**config.mk**
```make
export PLATFORM = sky130hd
export DESIGN_NAME = fec_ctrl
export DESIGN_NICKNAME = d
export VERILOG_FILES = /design/src/pkg/fec_pkg.sv /design/src/verilog/fec_sync.sv /design/src/verilog/fec_bus_cycle.sv /design/src/verilog/fec_ctrl.sv
export SDC_FILE = /design/constraint.sdc
export NUM_CORES = 1
export LEC_CHECK = 0
export BUFFER_PORTS_ARGS = -buffer_cell sky130_fd_sc_hd__buf_2
export CORE_MARGIN = 2
export CORE_UTILIZATION = 55
export DETAILED_ROUTE_END_ITERATION = 10
export GPL_TIMING_DRIVEN = 0
export PLACE_DENSITY = 0.82
export SYNTH_ARGS = -nofsm -noshare
export SYNTH_HDL_FRONTEND = slang
export SYNTH_SLANG_ARGS = --single-unit
```
**constraint.sdc**
```tcl
create_clock -name clk -period 2.4 [get_ports clk]
set_input_delay 0.12 -clock clk [delete_from_list [all_inputs] [get_ports clk]]
set_output_delay 0.12 -clock clk [all_outputs]
set_load 0.02 [all_outputs]
```
**src/pkg/fec_pkg.sv**
```systemverilog
// Constants and types shared by the flash erase command controller
package fec_pkg;
  // Register map of the software port
  localparam int REG_AW = 8;
  localparam logic [REG_AW-1:0] OFS_CTRL = 8'h00;
  localparam logic [REG_AW-1:0] OFS_ADDR = 8'h04;
  localparam logic [REG_AW-1:0] OFS_STATUS = 8'h08;
  localparam logic [REG_AW-1:0] OFS_RDATA = 8'h0c;
  // CTRL command field
  localparam int CMD_LSB = 0;
  localparam int CMD_W = 3;
  // STATUS field positions
  localparam int ST_ENGINE_BUSY = 0;
  localparam int ST_REFUSED = 1;
  localparam int ST_REISSUE = 2;
  localparam int ST_SUSP_TIMEOUT = 3;
  localparam int ST_READY = 4;
  localparam int ST_MODE_LSB = 5;
  localparam int ST_MODE_W = 3;
  localparam logic [31:0] STATUS_RESET = 32'h0000_0000;
  localparam logic [31:0] ADDR_RESET = 32'h0000_0000;
  // Flash pin widths
  localparam int FA_W = 22;
  localparam int FD_W = 16;
  localparam int SECT_W = 7;
  localparam int SECT_LSB = 15;
  // Command cycle addresses and data
  localparam logic [FA_W-1:0] UNLOCK_A1 = 22'h000555;
  localparam logic [FA_W-1:0] UNLOCK_A2 = 22'h0002aa;
  localparam logic [FA_W-1:0] ANY_ADDR = 22'h000000;
  localparam logic [FD_W-1:0] UNLOCK_D1 = 16'h00aa;
  localparam logic [FD_W-1:0] UNLOCK_D2 = 16'h0055;
  localparam logic [FD_W-1:0] ERASE_SETUP = 16'h0080;
  localparam logic [FD_W-1:0] CHIP_ERASE = 16'h0010;
  localparam logic [FD_W-1:0] SECTOR_ERASE = 16'h0030;
  localparam logic [FD_W-1:0] ERASE_SUSPEND = 16'h00b0;
  localparam logic [FD_W-1:0] ERASE_RESUME = 16'h0030;
  localparam logic [FD_W-1:0] SOFT_RESET = 16'h00f0;
  localparam logic [2:0] ERASE_SEQ_LEN = 3'h6;
  // Timing, in nanoseconds and in 40 ns cycles
  localparam int CLK_NS = 40;
  localparam int TIMER_W = 11;
  localparam int PH_W = 4;
  localparam int WINDOW_NS = 50000;
  localparam int SUSPEND_NS = 20000;
  localparam int SETTLE_NS = 1000;
  localparam int HWRST_NS = 500;
  localparam int WE_LOW_NS = 50;
  localparam int ACCESS_NS = 90;
  localparam int DQ_SYNC_STAGES = 2;
  // Longest times round down, least times round up
  localparam logic [TIMER_W-1:0] WINDOW_CYC = TIMER_W'(WINDOW_NS / CLK_NS);
  localparam logic [TIMER_W-1:0] SUSPEND_CYC = TIMER_W'(SUSPEND_NS / CLK_NS);
  localparam logic [TIMER_W-1:0] SETTLE_CYC = TIMER_W'((SETTLE_NS + CLK_NS - 1) / CLK_NS);
  localparam logic [TIMER_W-1:0] HWRST_CYC = TIMER_W'((HWRST_NS + CLK_NS - 1) / CLK_NS);
  localparam logic [PH_W-1:0] WE_LOW_CYC = PH_W'((WE_LOW_NS + CLK_NS - 1) / CLK_NS);
  localparam logic [PH_W-1:0] READ_CYC =
    PH_W'((ACCESS_NS + CLK_NS - 1) / CLK_NS + DQ_SYNC_STAGES);
  // Margin so an added sector write ends well inside the window
  localparam logic [TIMER_W-1:0] ADD_MARGIN_CYC = TIMER_W'(16);

  typedef enum logic [2:0] {
    CMD_READ = 3'h0,
    CMD_CHIP = 3'h1,
    CMD_SECTOR = 3'h2,
    CMD_ADD = 3'h3,
    CMD_SUSPEND = 3'h4,
    CMD_RESUME = 3'h5,
    CMD_SWRESET = 3'h6,
    CMD_HWRESET = 3'h7
  } fec_cmd_t;

  typedef enum logic [2:0] {
    OP_NONE = 3'h0,
    OP_CHIP_RUN = 3'h1,
    OP_WINDOW = 3'h2,
    OP_SECT_RUN = 3'h3,
    OP_SUSP_PEND = 3'h4,
    OP_SUSPENDED = 3'h5
  } fec_op_t;

  typedef enum logic [2:0] {
    EN_IDLE = 3'h0,
    EN_STEP = 3'h1,
    EN_WAIT = 3'h2,
    EN_HWRST = 3'h3
  } fec_eng_t;

  typedef enum logic [2:0] {
    BC_IDLE = 3'h0,
    BC_SETUP = 3'h1,
    BC_WE = 3'h2,
    BC_HOLD = 3'h3,
    BC_READ = 3'h4
  } fec_bc_t;
endpackage : fec_pkg

```
**src/verilog/fec_sync.sv**
```systemverilog
// Two-stage synchroniser for a group of pin inputs
`timescale 1ns/1ps
module fec_sync #(
  parameter int WIDTH = 1
) (
  // Clock and reset
  input wire logic clk,
  input wire logic sys_rst,
  // Pins and synchronised levels
  input wire logic [WIDTH-1:0] pinIn,
  output logic [WIDTH-1:0] syncOut
);
  logic [WIDTH-1:0] meta_q;

  initial begin
    if (WIDTH < 1) begin
      $error("fec_sync: WIDTH must be at least 1");
    end
  end

  // The first stage feeds only the second stage
  for (genvar i = 0; i < WIDTH; i++) begin : g_bit
    always_ff @(posedge clk) begin
      if (sys_rst) begin
        meta_q[i] <= 1'b1;
        syncOut[i] <= 1'b1;
      end else begin
        meta_q[i] <= pinIn[i];
        syncOut[i] <= meta_q[i];
      end
    end
  end
endmodule : fec_sync

```
**src/verilog/fec_bus_cycle.sv**
```systemverilog
// One asynchronous flash bus cycle: a command write or an array read
`timescale 1ns/1ps
module fec_bus_cycle
  import fec_pkg::*;
(
  // Clock and reset
  input wire logic clk,
  input wire logic sys_rst,
  // Cycle request
  input wire logic start,
  input wire logic isWrite,
  input wire logic [fec_pkg::FA_W-1:0] addrIn,
  input wire logic [fec_pkg::FD_W-1:0] dataIn,
  input wire logic [fec_pkg::FD_W-1:0] dqSync,
  output logic done,
  output logic [fec_pkg::FD_W-1:0] readData,
  // Flash pins
  output logic [fec_pkg::FA_W-1:0] flashAddr,
  output logic [fec_pkg::FD_W-1:0] flashDqOut,
  output logic flashDqOe,
  output logic flashCeN,
  output logic flashOeN,
  output logic flashWeN
);
  fec_bc_t state_q, state_d;
  logic [PH_W-1:0] ph_q, ph_d;
  logic [FA_W-1:0] addr_q, addr_d;
  logic [FD_W-1:0] dq_q, dq_d, rd_q, rd_d;
  logic dqOe_q, dqOe_d, ceN_q, ceN_d, oeN_q, oeN_d, weN_q, weN_d, done_q, done_d;

  always_comb begin
    state_d = state_q;
    ph_d = ph_q;
    addr_d = addr_q;
    dq_d = dq_q;
    rd_d = rd_q;
    dqOe_d = dqOe_q;
    ceN_d = ceN_q;
    oeN_d = oeN_q;
    weN_d = weN_q;
    done_d = 1'b0;
    case (state_q)
      BC_IDLE: begin
        if (start) begin
          addr_d = addrIn;
          dq_d = dataIn;
          ceN_d = 1'b0;
          ph_d = '0;
          if (isWrite) begin
            dqOe_d = 1'b1;
            state_d = BC_SETUP;
          end else begin
            oeN_d = 1'b0;
            state_d = BC_READ;
          end
        end
      end
      BC_SETUP: begin
        weN_d = 1'b0;
        state_d = BC_WE;
      end
      BC_WE: begin
        ph_d = ph_q + PH_W'(1);
        if (ph_q == WE_LOW_CYC - PH_W'(1)) begin
          // Data latches on this rising edge; hold a cycle before letting go
          weN_d = 1'b1;
          state_d = BC_HOLD;
        end
      end
      BC_HOLD: begin
        ceN_d = 1'b1;
        dqOe_d = 1'b0;
        done_d = 1'b1;
        state_d = BC_IDLE;
      end
      BC_READ: begin
        ph_d = ph_q + PH_W'(1);
        if (ph_q == READ_CYC - PH_W'(1)) begin
          // Access time plus synchroniser delay have passed
          rd_d = dqSync;
          ceN_d = 1'b1;
          oeN_d = 1'b1;
          done_d = 1'b1;
          state_d = BC_IDLE;
        end
      end
      default: state_d = BC_IDLE;
    endcase
  end

  always_ff @(posedge clk) begin
    if (sys_rst) begin
      state_q <= BC_IDLE;
      ph_q <= '0;
      addr_q <= '0;
      dq_q <= '0;
      rd_q <= '0;
      dqOe_q <= 1'b0;
      ceN_q <= 1'b1;
      oeN_q <= 1'b1;
      weN_q <= 1'b1;
      done_q <= 1'b0;
    end else begin
      state_q <= state_d;
      ph_q <= ph_d;
      addr_q <= addr_d;
      dq_q <= dq_d;
      rd_q <= rd_d;
      dqOe_q <= dqOe_d;
      ceN_q <= ceN_d;
      oeN_q <= oeN_d;
      weN_q <= weN_d;
      done_q <= done_d;
    end
  end

  assign done = done_q;
  assign readData = rd_q;
  assign flashAddr = addr_q;
  assign flashDqOut = dq_q;
  assign flashDqOe = dqOe_q;
  assign flashCeN = ceN_q;
  assign flashOeN = oeN_q;
  assign flashWeN = weN_q;
endmodule : fec_bus_cycle

```
**src/verilog/fec_ctrl.sv**
```systemverilog
// Host-side controller that drives erase sequences into a parallel NOR flash
//
// Our own choices: strobed register access and the register addresses.
`timescale 1ns/1ps
module fec_ctrl
  import fec_pkg::*;
(
  // Clock and reset
  input wire logic clk,
  input wire logic sys_rst,
  // Software register port
  input wire logic [fec_pkg::REG_AW-1:0] regAddr,
  input wire logic [31:0] regWdata,
  input wire logic regWr,
  input wire logic regRd,
  output logic [31:0] regRdata,
  // Flash pins
  output logic [fec_pkg::FA_W-1:0] flashAddr,
  input wire logic [fec_pkg::FD_W-1:0] flashDqIn,
  output logic [fec_pkg::FD_W-1:0] flashDqOut,
  output logic flashDqOe,
  output logic flashCeN,
  output logic flashOeN,
  output logic flashWeN,
  output logic flashResetN,
  input wire logic flashReadyBusyN
);
  import fec_pkg::*;

  logic [FD_W-1:0] dqSync;
  logic readySync;
  logic bcStart, bcWrite, bcDone;
  logic [FA_W-1:0] bcAddr;
  logic [FD_W-1:0] bcData, bcReadData;

  fec_sync #(.WIDTH(FD_W + 1)) u_sync (
    .clk(clk),
    .sys_rst(sys_rst),
    .pinIn({flashReadyBusyN, flashDqIn}),
    .syncOut({readySync, dqSync})
  );

  fec_bus_cycle u_cycle (
    .clk(clk),
    .sys_rst(sys_rst),
    .start(bcStart),
    .isWrite(bcWrite),
    .addrIn(bcAddr),
    .dataIn(bcData),
    .dqSync(dqSync),
    .done(bcDone),
    .readData(bcReadData),
    .flashAddr(flashAddr),
    .flashDqOut(flashDqOut),
    .flashDqOe(flashDqOe),
    .flashCeN(flashCeN),
    .flashOeN(flashOeN),
    .flashWeN(flashWeN)
  );

  // Address and data of one step of a command sequence
  function automatic logic [FA_W+FD_W-1:0] stepFor(
    input fec_cmd_t kind,
    input logic [2:0] idx,
    input logic [SECT_W-1:0] sect
  );
    logic [FA_W-1:0] sectAddr;
    sectAddr = {sect, {SECT_LSB{1'b0}}};
    case (kind)
      CMD_CHIP, CMD_SECTOR: begin
        case (idx)
          3'h0, 3'h3: stepFor = {UNLOCK_A1, UNLOCK_D1};
          3'h1, 3'h4: stepFor = {UNLOCK_A2, UNLOCK_D2};
          3'h2: stepFor = {UNLOCK_A1, ERASE_SETUP};
          default: begin
            if (kind == CMD_CHIP) begin
              stepFor = {UNLOCK_A1, CHIP_ERASE};
            end else begin
              stepFor = {sectAddr, SECTOR_ERASE};
            end
          end
        endcase
      end
      CMD_ADD: stepFor = {sectAddr, SECTOR_ERASE};
      CMD_SUSPEND: stepFor = {ANY_ADDR, ERASE_SUSPEND};
      CMD_RESUME: stepFor = {ANY_ADDR, ERASE_RESUME};
      CMD_SWRESET: stepFor = {ANY_ADDR, SOFT_RESET};
      default: stepFor = {ANY_ADDR, 16'h0000};
    endcase
  endfunction : stepFor

  // Engine, operation mode and registers
  fec_eng_t eng_q, eng_d;
  fec_op_t op_q, op_d;
  fec_cmd_t kind_q, kind_d;
  logic [2:0] idx_q, idx_d;
  logic [TIMER_W-1:0] tmr_q, tmr_d;
  logic [31:0] addrReg_q, addrReg_d;
  logic [FD_W-1:0] rdata_q, rdata_d;
  logic refused_q, refused_d, reissue_q, reissue_d, suspTo_q, suspTo_d;
  logic resetN_q, resetN_d, start_q, start_d;
  logic [31:0] regRdata_q, regRdata_d;
  logic [FA_W+FD_W-1:0] step;
  logic [31:0] status;

  fec_cmd_t newCmd;
  logic cmdWrite, legal, lastStep;

  assign newCmd = fec_cmd_t'(regWdata[CMD_LSB +: CMD_W]);
  assign cmdWrite = regWr && (regAddr == OFS_CTRL);
  assign step = stepFor(kind_q, idx_q, addrReg_q[SECT_LSB +: SECT_W]);
  assign lastStep = (kind_q == CMD_CHIP || kind_q == CMD_SECTOR) ?
    (idx_q == ERASE_SEQ_LEN - 3'h1) : 1'b1;

  // Which command the host may issue in each mode
  always_comb begin
    legal = 1'b0;
    if (newCmd == CMD_HWRESET || newCmd == CMD_READ) begin
      legal = 1'b1;
    end else begin
      case (op_q)
        OP_NONE: legal = (newCmd == CMD_CHIP || newCmd == CMD_SECTOR ||
                          newCmd == CMD_SWRESET);
        // Late adds are refused here rather than left to chance
        OP_WINDOW: legal = (newCmd == CMD_SUSPEND) || (newCmd == CMD_ADD &&
          tmr_q < WINDOW_CYC - ADD_MARGIN_CYC);
        OP_SECT_RUN: legal = (newCmd == CMD_SUSPEND);
        OP_SUSPENDED: legal = (newCmd == CMD_RESUME);
        default: legal = 1'b0;
      endcase
    end
  end

  always_comb begin
    eng_d = eng_q;
    op_d = op_q;
    kind_d = kind_q;
    idx_d = idx_q;
    tmr_d = tmr_q;
    addrReg_d = addrReg_q;
    rdata_d = rdata_q;
    refused_d = refused_q;
    reissue_d = reissue_q;
    suspTo_d = suspTo_q;
    resetN_d = resetN_q;
    start_d = 1'b0;
    if (tmr_q != {TIMER_W{1'b1}}) begin
      tmr_d = tmr_q + TIMER_W'(1);
    end
    // Software clears status flags by writing ones; hardware sets win below
    if (regWr && regAddr == OFS_STATUS) begin
      if (regWdata[ST_REFUSED]) refused_d = 1'b0;
      if (regWdata[ST_REISSUE]) reissue_d = 1'b0;
      if (regWdata[ST_SUSP_TIMEOUT]) suspTo_d = 1'b0;
    end
    if (regWr && regAddr == OFS_ADDR && eng_q == EN_IDLE) begin
      addrReg_d = regWdata;
    end
    // Device-side progress, watched only while no cycle is in flight
    if (eng_q == EN_IDLE) begin
      case (op_q)
        OP_WINDOW: begin
          if (tmr_q >= WINDOW_CYC) begin
            op_d = OP_SECT_RUN;
            tmr_d = '0;
          end
        end
        OP_CHIP_RUN, OP_SECT_RUN: begin
          // Ready high after settling means back in read mode
          if (tmr_q >= SETTLE_CYC && readySync) begin
            op_d = OP_NONE;
          end
        end
        OP_SUSP_PEND: begin
          if (tmr_q >= SETTLE_CYC && readySync) begin
            op_d = OP_SUSPENDED;
          end else if (tmr_q >= SUSPEND_CYC) begin
            op_d = OP_SUSPENDED;
            suspTo_d = 1'b1;
          end
        end
        default: op_d = op_q;
      endcase
    end
    case (eng_q)
      EN_IDLE: begin
        if (cmdWrite) begin
          if (!legal) begin
            refused_d = 1'b1;
          end else if (newCmd == CMD_HWRESET) begin
            resetN_d = 1'b0;
            tmr_d = '0;
            if (op_q != OP_NONE) reissue_d = 1'b1;
            op_d = OP_NONE;
            eng_d = EN_HWRST;
          end else begin
            kind_d = newCmd;
            idx_d = 3'h0;
            eng_d = EN_STEP;
          end
        end
      end
      EN_STEP: begin
        start_d = 1'b1;
        eng_d = EN_WAIT;
      end
      EN_WAIT: begin
        if (bcDone) begin
          if (kind_q == CMD_READ) begin
            rdata_d = bcReadData;
            eng_d = EN_IDLE;
          end else if (!lastStep) begin
            idx_d = idx_q + 3'h1;
            eng_d = EN_STEP;
          end else begin
            // Last write-enable has just risen
            eng_d = EN_IDLE;
            tmr_d = '0;
            case (kind_q)
              CMD_CHIP: begin
                op_d = OP_CHIP_RUN;
                reissue_d = 1'b0;
              end
              CMD_SECTOR: begin
                op_d = OP_WINDOW;
                reissue_d = 1'b0;
              end
              CMD_ADD: op_d = OP_WINDOW;
              CMD_SUSPEND: begin
                if (op_q == OP_WINDOW && tmr_q < WINDOW_CYC) begin
                  op_d = OP_SUSPENDED;
                end else begin
                  op_d = OP_SUSP_PEND;
                end
              end
              CMD_RESUME: op_d = OP_SECT_RUN;
              default: op_d = OP_NONE;
            endcase
          end
        end
      end
      EN_HWRST: begin
        if (tmr_q >= HWRST_CYC - TIMER_W'(1)) begin
          resetN_d = 1'b1;
          eng_d = EN_IDLE;
        end
      end
      default: eng_d = EN_IDLE;
    endcase
    if (refused_q && !(regWr && regAddr == OFS_STATUS && regWdata[ST_REFUSED])) begin
      refused_d = 1'b1;
    end
  end

  always_comb begin
    status = STATUS_RESET;
    status[ST_ENGINE_BUSY] = (eng_q != EN_IDLE);
    status[ST_REFUSED] = refused_q;
    status[ST_REISSUE] = reissue_q;
    status[ST_SUSP_TIMEOUT] = suspTo_q;
    status[ST_READY] = readySync;
    status[ST_MODE_LSB +: ST_MODE_W] = op_q;
    regRdata_d = 32'h0000_0000;
    if (regRd) begin
      case (regAddr)
        OFS_CTRL: regRdata_d = {29'h0, kind_q};
        OFS_ADDR: regRdata_d = addrReg_q;
        OFS_STATUS: regRdata_d = status;
        OFS_RDATA: regRdata_d = {16'h0000, rdata_q};
        default: regRdata_d = 32'h0000_0000;
      endcase
    end
  end

  always_ff @(posedge clk) begin
    if (sys_rst) begin
      eng_q <= EN_IDLE;
      op_q <= OP_NONE;
      kind_q <= CMD_READ;
      idx_q <= 3'h0;
      tmr_q <= '0;
      addrReg_q <= ADDR_RESET;
      rdata_q <= '0;
      refused_q <= 1'b0;
      reissue_q <= 1'b0;
      suspTo_q <= 1'b0;
      resetN_q <= 1'b1;
      start_q <= 1'b0;
      regRdata_q <= 32'h0000_0000;
    end else begin
      eng_q <= eng_d;
      op_q <= op_d;
      kind_q <= kind_d;
      idx_q <= idx_d;
      tmr_q <= tmr_d;
      addrReg_q <= addrReg_d;
      rdata_q <= rdata_d;
      refused_q <= refused_d;
      reissue_q <= reissue_d;
      suspTo_q <= suspTo_d;
      resetN_q <= resetN_d;
      start_q <= start_d;
      regRdata_q <= regRdata_d;
    end
  end

  assign bcStart = start_q;
  assign bcWrite = (kind_q != CMD_READ);
  assign bcAddr = (kind_q == CMD_READ) ? addrReg_q[FA_W-1:0] : step[FA_W+FD_W-1:FD_W];
  assign bcData = step[FD_W-1:0];
  assign flashResetN = resetN_q;
  assign regRdata = regRdata_q;
endmodule : fec_ctrl

```
==> results list, run 1 <==
* Pin count of the biggest net entering global routing: 20
- Yosys mapped a number of flops with a built-in enable equal to 0.
- The initial antenna violation count was 1.
- For this block, the routed nets add up to roughly 21 mm of wire.
- Power per cell area: 672 mW/mm^2
- For this run, design rule violations remaining after detail routing come to 0.
* Clock transition at path regs: roughly 0.070 ns
- Power dissipated by switching net loads: 1550 uW
* Worst Reg2Reg Path Length in Cells: 7
- Instance count along the most critical hold path: 3
- Clock latency of the later-clocked register in the worst-skew pair: 0.44 ns
- At the pin with the least slew margin, the transition time is 1.08 ns.
- Maximum root-to-sink buffer count: 2
- The run finished with clean final reports.
- In this run the critical register-to-register path is launched from u_cycle.state_q[0].
- Across all hold checks on the routed design, the worst slack comes to between 0.08 and 0.09 ns.
- Net switching is 23.8% of the power.
* Fraction of registers with async set/reset: 0%
- The library cell used most frequently in the layout, excluding fill and tap cells, is dfxtp_1.
- TritonCTS clock tree: done
* Design Area, Final: roughly 0.0097 mm^2
- The synthesized design contains 197 register bits.
- Crit path required time: ~2.8 ns
- Share of the clock period used by the worst path: 94.3%
- Critical setup path kind: reg2reg
- The max-slew violation count is 0.
* Detailed-placement wirelength estimate: 14.1 mm
- Launching element type of the critical path: flip-flop
- Starting Density: 56.0%
- Buffers placed on the I/O ports in this run total between 100 and 150.
- In this run the post-CTS setup repair buffer count came out at 0.
- Once layout is complete, the cells apart from fillers number 1286.
* Internal power: 4960 uW
- Clock Tree Root: clkbuf_16
* Crit path capture type: flip-flop
- Clk sink count: 197
* P&R area growth vs syn: 25.4%
* Sequential cell area fraction in the yosys report: 51.1%
- Type of the tightest min-delay check: in2reg
- The initialized floorplan defines 43 standard-cell rows.
- Max Cap Violations: 0
- Endpoints failing setup: 0
- Mapped Cells: 894
- Yosys warning total: 0
* Tot GR Track Use: 28.3%
- The region available for standard cell placement spans 0.0138 mm^2.
* Setup repair after global routing missed its margin: no
- Static leakage: 0.00379 uW
* Proportion of power drawn by the clock network: 44.5%
* Launch point of the worst hold path: regWdata[0]
- Once placement completed, the tool counted placed cells totaling 1207.
- The first global-routing pass estimated 32.8 mm of wire.
* Vias in the first global route: 6617
- DRT Pass-1 Iters: 7
- Clock period minus final worst setup slack: 2.26 ns
* Proportion of layout cells with a drive suffix above 1: about a fifth
* Number of hold violations in the final report: 0
* Die outline width: 122 um
* Layout Skew: between 0.009 and 0.01 ns
- In this run the worst path has a maximum fanout of 10.
* Routed wire per std cell: 16.3 um
* CP startpoint: u_cycle.state_q[0]
* Combined area of all synthesized cells: between 0.007 and 0.008 mm^2
- Averaged over all synthesized cells, the footprint is 8.63 um^2.
- Ratio of routed vias to standard cells: about 5.6
- Worst slew margin relative to its limit: a little over a quarter
- Die Area: 0.0150 mm^2
- Placer congestion estimate: 0.986
- Across all layers, the routed design uses 7168 vias.
- Summed over all failing endpoints, the final setup total negative slack is 0 ns.
* Number of nets with antenna violations after detailed routing: 0
- IO Pins: about 140
- After global routing the overflow that remains totals 0.
- Main synth FF type: dfxtp_1
* Instance area after placement: 0.00860 mm^2
- The netlist uses 65 different library cells.
* Final Net Count: ~1200
- Number of buffers created by CTS: 17
* CP arrival: 2.63 ns
- In this run the number of H-tree levels came out at 4.
- In the layout the commonest cells are dfxtp_1, nand2_1, buf_2.
- Combinational logic burns 4.6% of the power.
* DIE HEIGHT: 122 um
- In this run, the number of DRC markers left after iteration 0 of detailed routing was between 600 and 700.
- Sequential share of power: 50.9%
* Worst vdd rail ir drop: 0.000549 V
* Maximum clock rate: 0.442 GHz
state kept, by name, indices dropped and copies added, names as in the netlist, 2 cells and up:
| register | flops |
|---|---|
| u_sync.meta_q | 17 |
| u_cycle.readData | 16 |
| addrReg_q | 32 |
| regRdata | 32 |
| op_q | 3 |
| idx_q | 3 |
| u_cycle.state_q | 3 |
| tmr_q | 11 |
| u_cycle.ph_q | 4 |
| eng_q | 2 |
| u_cycle.flashDqOut | 6 |
| u_sync.syncOut | 17 |
| rdata_q | 16 |
| u_cycle.flashAddr | 22 |
| kind_q | 3 |
kinds of logic after synthesis:
family | count (synthesis) | share of synthesized area, %
xor gates and xnor gates | 14 | 1.59
other | 1 | 0.0486
adders and majority gates | 11 | 1.75
muxes | 12 | 2.12
AOI/OAI and AO/OA | 216 | 16.6
DFF | 197 | 51.1
buffers and inverters | 84 | 4.65
and+or+nand+nor | 359 | 22.1
what timing repair did:
item,in CTS,in global routing
setup endpoints to repair,0,31
hold endpoints to repair,46,0
hold buffers,46,0
gates resized for setup,0,6
cells in the mapped netlist, drive strengths merged, types with 2 or more instances:
cell     instances  area share (%)
mux4             3            0.88
o21ai           32             2.1
nor2b           12            0.97
nand3b           2            0.19
ha              10             1.6
a21oi          117             7.6
a311oi           2            0.23
a211o            2            0.23
a32oi            2            0.23
a211oi           4            0.39
o21a             3            0.29
a22o             7            0.79
o211ai           5            0.49
nand2          167             8.1
mux2i            4            0.52
clkbuf          54             2.6
buf             17             1.4
nor3b            5            0.49
o31ai            4            0.39
and4             3            0.36
mux2             5            0.73
a31oi            6            0.49
or4              3            0.34
a21o             3            0.29
nor2            49             2.4
a21boi           2            0.19
nor4             7            0.57
a22oi           14             1.4
or3              3            0.24
a2bb2oi          2            0.23
nand3           15            0.97
xnor2            8            0.91
dfxtp          197              51
or2             35             2.8
nor3            13            0.84
and2            19             1.5
and3             7            0.57
nand2b           2            0.16
xor2             6            0.68
nand4           13             1.1
inv             13            0.63
worst paths after layout:
path                                               to  slack (ns)
worst max-delay path            u_cycle.flashDqOut[3]        0.14
worst min-delay path                     addrReg_q[0]        0.09
worst max register to register  u_cycle.flashDqOut[3]        0.14
worst min register to register      u_sync.syncOut[9]        0.41
critical path, cell delays in order, from the launching register on:
cell and delay, ns:
dfxtp_1 0.30, clkbuf_1 0.20, nor2_1 0.25, nand2_1 0.10, nor2_1 0.39, clkbuf_1 0.51, nand3_1 0.21, a21oi_1 0.22
layout make-up:
type | instances | area [um^2]
fill | 1044 | 4100
sequential | 197 | 3940
multi-input combinational | 620 | 3440
timing repair buffer | 172 | 1090
clock buffer | 19 | 443
buffer | 71 | 313
tap | 180 | 225
clock inverter | 13 | 165
inverter | 13 | 48.8
antenna | 1 | 2.50
power groups by stage:
stage | clock network, uW | registers [uW] | logic [uW]
2_1_floorplan | 0 | 3390 | 131
3_3_place_gp | 0 | 3390 | 227
3_5_place_dp | 0 | 3390 | 230
4_1_cts | 2900 | 3310 | 289
5_1_grt | 3050 | 3320 | 321
6_report | 2900 | 3310 | 297
routing by layer:
layer  global-route usage [%]  up-vias  part of all wire [%]
li1                         -     3457                     -
met3                     6.23       76                   8.9
met2                     48.2      372                    47
met1                     34.7     3263                    40
met5                        0        -                     0
met4                     12.1        0                   3.3
metrics by stage:
step	total power, uW	setup slack [ns]	util (%)
2_1_floorplan	3520	0.532	-
3_3_place_gp	3620	0.124	62.4
3_5_place_dp	3620	0.127	62.4
4_1_cts	6500	0.119	70.2
5_1_grt	6690	0.0500	70.3
6_report	6510	0.136	70.3
Note: power is estimated with default switching activity, not from simulation.
==> run 2: changes to the inputs <==
--- a/config.mk
+++ b/config.mk
@@ -10,6 +10,7 @@
 export CORE_UTILIZATION = 55
 export DETAILED_ROUTE_END_ITERATION = 10
 export GPL_TIMING_DRIVEN = 0
+export MAX_ROUTING_LAYER = met4
 export PLACE_DENSITY = 0.82
 export SYNTH_ARGS = -nofsm -noshare
 export SYNTH_HDL_FRONTEND = slang
==> run 2 against run 1 <==
Net effect:
- the run now ends with DRC left
- global-route usage grew 0.93 points
- cell count is the same
- core utilization increased by 0.091 points
- worst setup slack better by 0.050 ns
- maximum frequency increased by 2.3%
- sequential cell count did not move
- final area is 0.13% higher
- clock power up 3%
- total power grew 1.4%
==> results list, run 2 (synthesized netlist as in run 1, its figures left out) <==
* Layout Skew: 0.0141 ns (+0.00453 ns)
- The total via count in the routed design came to 7094 (-1.0%).
- DRT Pass-1 Iters: 11 (+4)
- The met1 routing resource usage after global routing is 35.8% (+1.1 points).
- Setup repair after global routing left no endpoint under its margin.
* TritonCTS clock tree: done
- The required time reported for the critical path endpoint is 2.75 ns (about the same).
* Die outline width: 122 um (unchanged)
* P&R area growth vs syn: 25.6%
- Violations in the final reports: DRC
- Maximum clock rate: 0.452 GHz (+2.3%)
- The areal power density over the cells came to 681 mW/mm^2 (+1.3%).
- The switching share of power is 22.4% (-1.3 points).
- The library cell used most frequently in the layout, excluding fill and tap cells, is dfxtp_1.
- The half-perimeter wire length after placement is 14.1 mm (+0.27%).
- Clock Tree Root: clkbuf_16
- The met3 capacity usage during global routing was 6.83% (+0.60 points).
* Clock period minus final worst setup slack: 2.21 ns (-0.0502 ns)
- The H-tree depth was 4 (unchanged).
- Remaining global-route overflow: 0 (unchanged)
- The number of nets in the finished design came to 1163 (unchanged).
* Worst Tran Pin Value: 1.05 ns (-0.0354 ns)
- IO Pins: 136 (unchanged)
- The die area came to 0.0150 mm^2 (unchanged).
- The count of input and output buffers came to 126 (unchanged).
* Post-Route Utilization: 70.3% (+0.091 points)
- Power dissipated by switching net loads: 1480 uW (-4.3%)
- Pin count of the biggest net entering global routing: 19 (-5.0%)
- The accumulated negative setup slack came to 0 ns (unchanged).
- The number of DRC markers in iteration 0 is 629 (+1.1%).
* Tot GR Track Use: 29.3% (+0.93 points)
* Sequential share of power: 50.2% (-0.7 points)
- Endpoints failing setup: 0 (unchanged)
- The average vias per placed instance was 5.52 (-1.0%).
- Maximum root-to-sink buffer count: 2 (unchanged)
- The relative slew slack is 29.7% (+2.4 points).
- The worst-skew pair later-pin latency was 0.44 ns (about the same).
- The max-capacitance violation count was 0 (unchanged).
- The period utilization is 92.2% (-2.1 points).
- Crit path capture type: flip-flop
- The sink count of the clock tree was 197 (unchanged).
- The maximum ir drop on the vdd rail was 0.000539 V (-1.8%).
- The final-report hold violation count is 0 (unchanged).
- Starting Density: 56.0% (unchanged)
- The clock slew at the register clock pins of the worst setup and hold paths was 0.08 ns (about the same).
- The post-detailed-route wirelength per cell came to 16.2 um (-0.43%).
- The total number of placement rows is 43 (unchanged).
- DIE HEIGHT: 122 um (unchanged)
- Proportion of layout cells with a drive suffix above 1: 20.0% (-0.072 points)
- The wire length of the first global-routing pass is 32.8 mm (+0.11%).
- The antenna violation net count after detailed routing was 0 (unchanged).
- Routing layer with the top usage in global route: met2
* Critical setup path kind: reg2reg
* Static leakage: 0.00380 uW (+0.20%)
* Final count of pins violating max slew: 0 (unchanged)
* Core area: 0.0138 mm^2 (unchanged)
- In the layout the commonest cells are dfxtp_1, nand2_1, buf_2.
- M2 GR Usage: 46.0% (-2.1 points)
- The total clock buffers created by CTS was 17 (unchanged).
- Run status: complete, but fails checks
- The final wirelength is 20.8 mm (-0.43%).
- Vias in the first global route: 6514 (-1.6%)
- Launching element type of the critical path: flip-flop
* Antenna violations before repair: 1 (unchanged)
- The data arrival time of the critical path came to 2.56 ns (-0.07 ns).
- The total power consumption of the routed design came to 6600 uW (+1.4%).
- Type of the tightest min-delay check: in2reg
* Post-route DRC: 2 (+2)
- Placer congestion estimate: 0.996 (+0.97%)
- Combinational share of power: 4.5% (about the same)
- The maximum fanout encountered on the critical timing path was 10 (unchanged).
- Proportion of power drawn by the clock network: 45.3% (+0.8 points)
* Internal power: 5120 uW (+3.2%)
## run 2: timing repair
| item | 4_1_cts | 5_1_grt |
|---|---|---|
| buffers inserted | 0 | 0 |
| resized for setup | 0 | 6 |
| endpoints found under the setup margin | 0 | 22 |
| endpoints found under the hold margin | 46 | 0 |
| hold buffers | 46 | 0 |
## run 2: worst paths after layout
| check | to | cells past startpoint | slack (ns) | from |
|---|---|---|---|---|
| worst min register to register | u_sync.syncOut[1] | 1 | 0.40 | u_sync.meta_q[1] |
| worst max-delay path | addrReg_q[14] | 7 | 0.19 | eng_q[0] |
| worst min-delay path | kind_q[0] | 3 | 0.09 | regWdata[0] |
| worst max register to register | addrReg_q[14] | 7 | 0.19 | eng_q[0] |
## run 2: metal layers
layer	routed length, um	part of all wire, %	vias to the layer above
li1	-	-	3446
met1	8490	41	3222
met2	9730	47	346
met3	1690	8.1	80
met4	926	4.4	0
met5	0	0	-
## run 2: critical path, cell delays in order, from the launching register on
cell      delay [ns]
dfxtp_1         0.30
buf_2           0.17
nor2_1          0.42
and3_1          0.23
clkbuf_1        0.26
clkbuf_1        0.38
nand2_1         0.12
a21oi_1         0.23
## run 2: layout make-up
| cell class | count | area, um^2 |
|---|---|---|
| antenna | 2 | 5.00 |
| buffer | 71 | 313 |
| clock buffer | 18 | 429 |
| clock inverter | 13 | 189 |
| fill | 1053 | 4080 |
| inverter | 13 | 48.8 |
| multi-input combinational | 620 | 3440 |
| sequential | 197 | 3940 |
| tap | 180 | 225 |
| timing repair buffer | 172 | 1090 |
## run 2: power by group through the flow
stage / combinational (uW) / clock (uW) / sequential, uW
floorplan: 131 / 0 / 3390
global placement: 227 / 0 / 3390
detailed placement: 230 / 0 / 3390
CTS: 288 / 3000 / 3310
global route: 323 / 3150 / 3320
finish: 296 / 2990 / 3310
## run 2: per-stage QoR
step	hold WS, ns	instances	cell area [um^2]	worst slack, ns
2_1_floorplan	0.224	901	7740	0.532
5_1_grt	0.141	1285	9690	0.0574
6_report	0.0931	1286	9690	0.186
3_5_place_dp	0.304	1207	8600	0.0892
4_1_cts	0.0917	1284	9680	0.0690
3_3_place_gp	0.302	1207	8600	0.0636
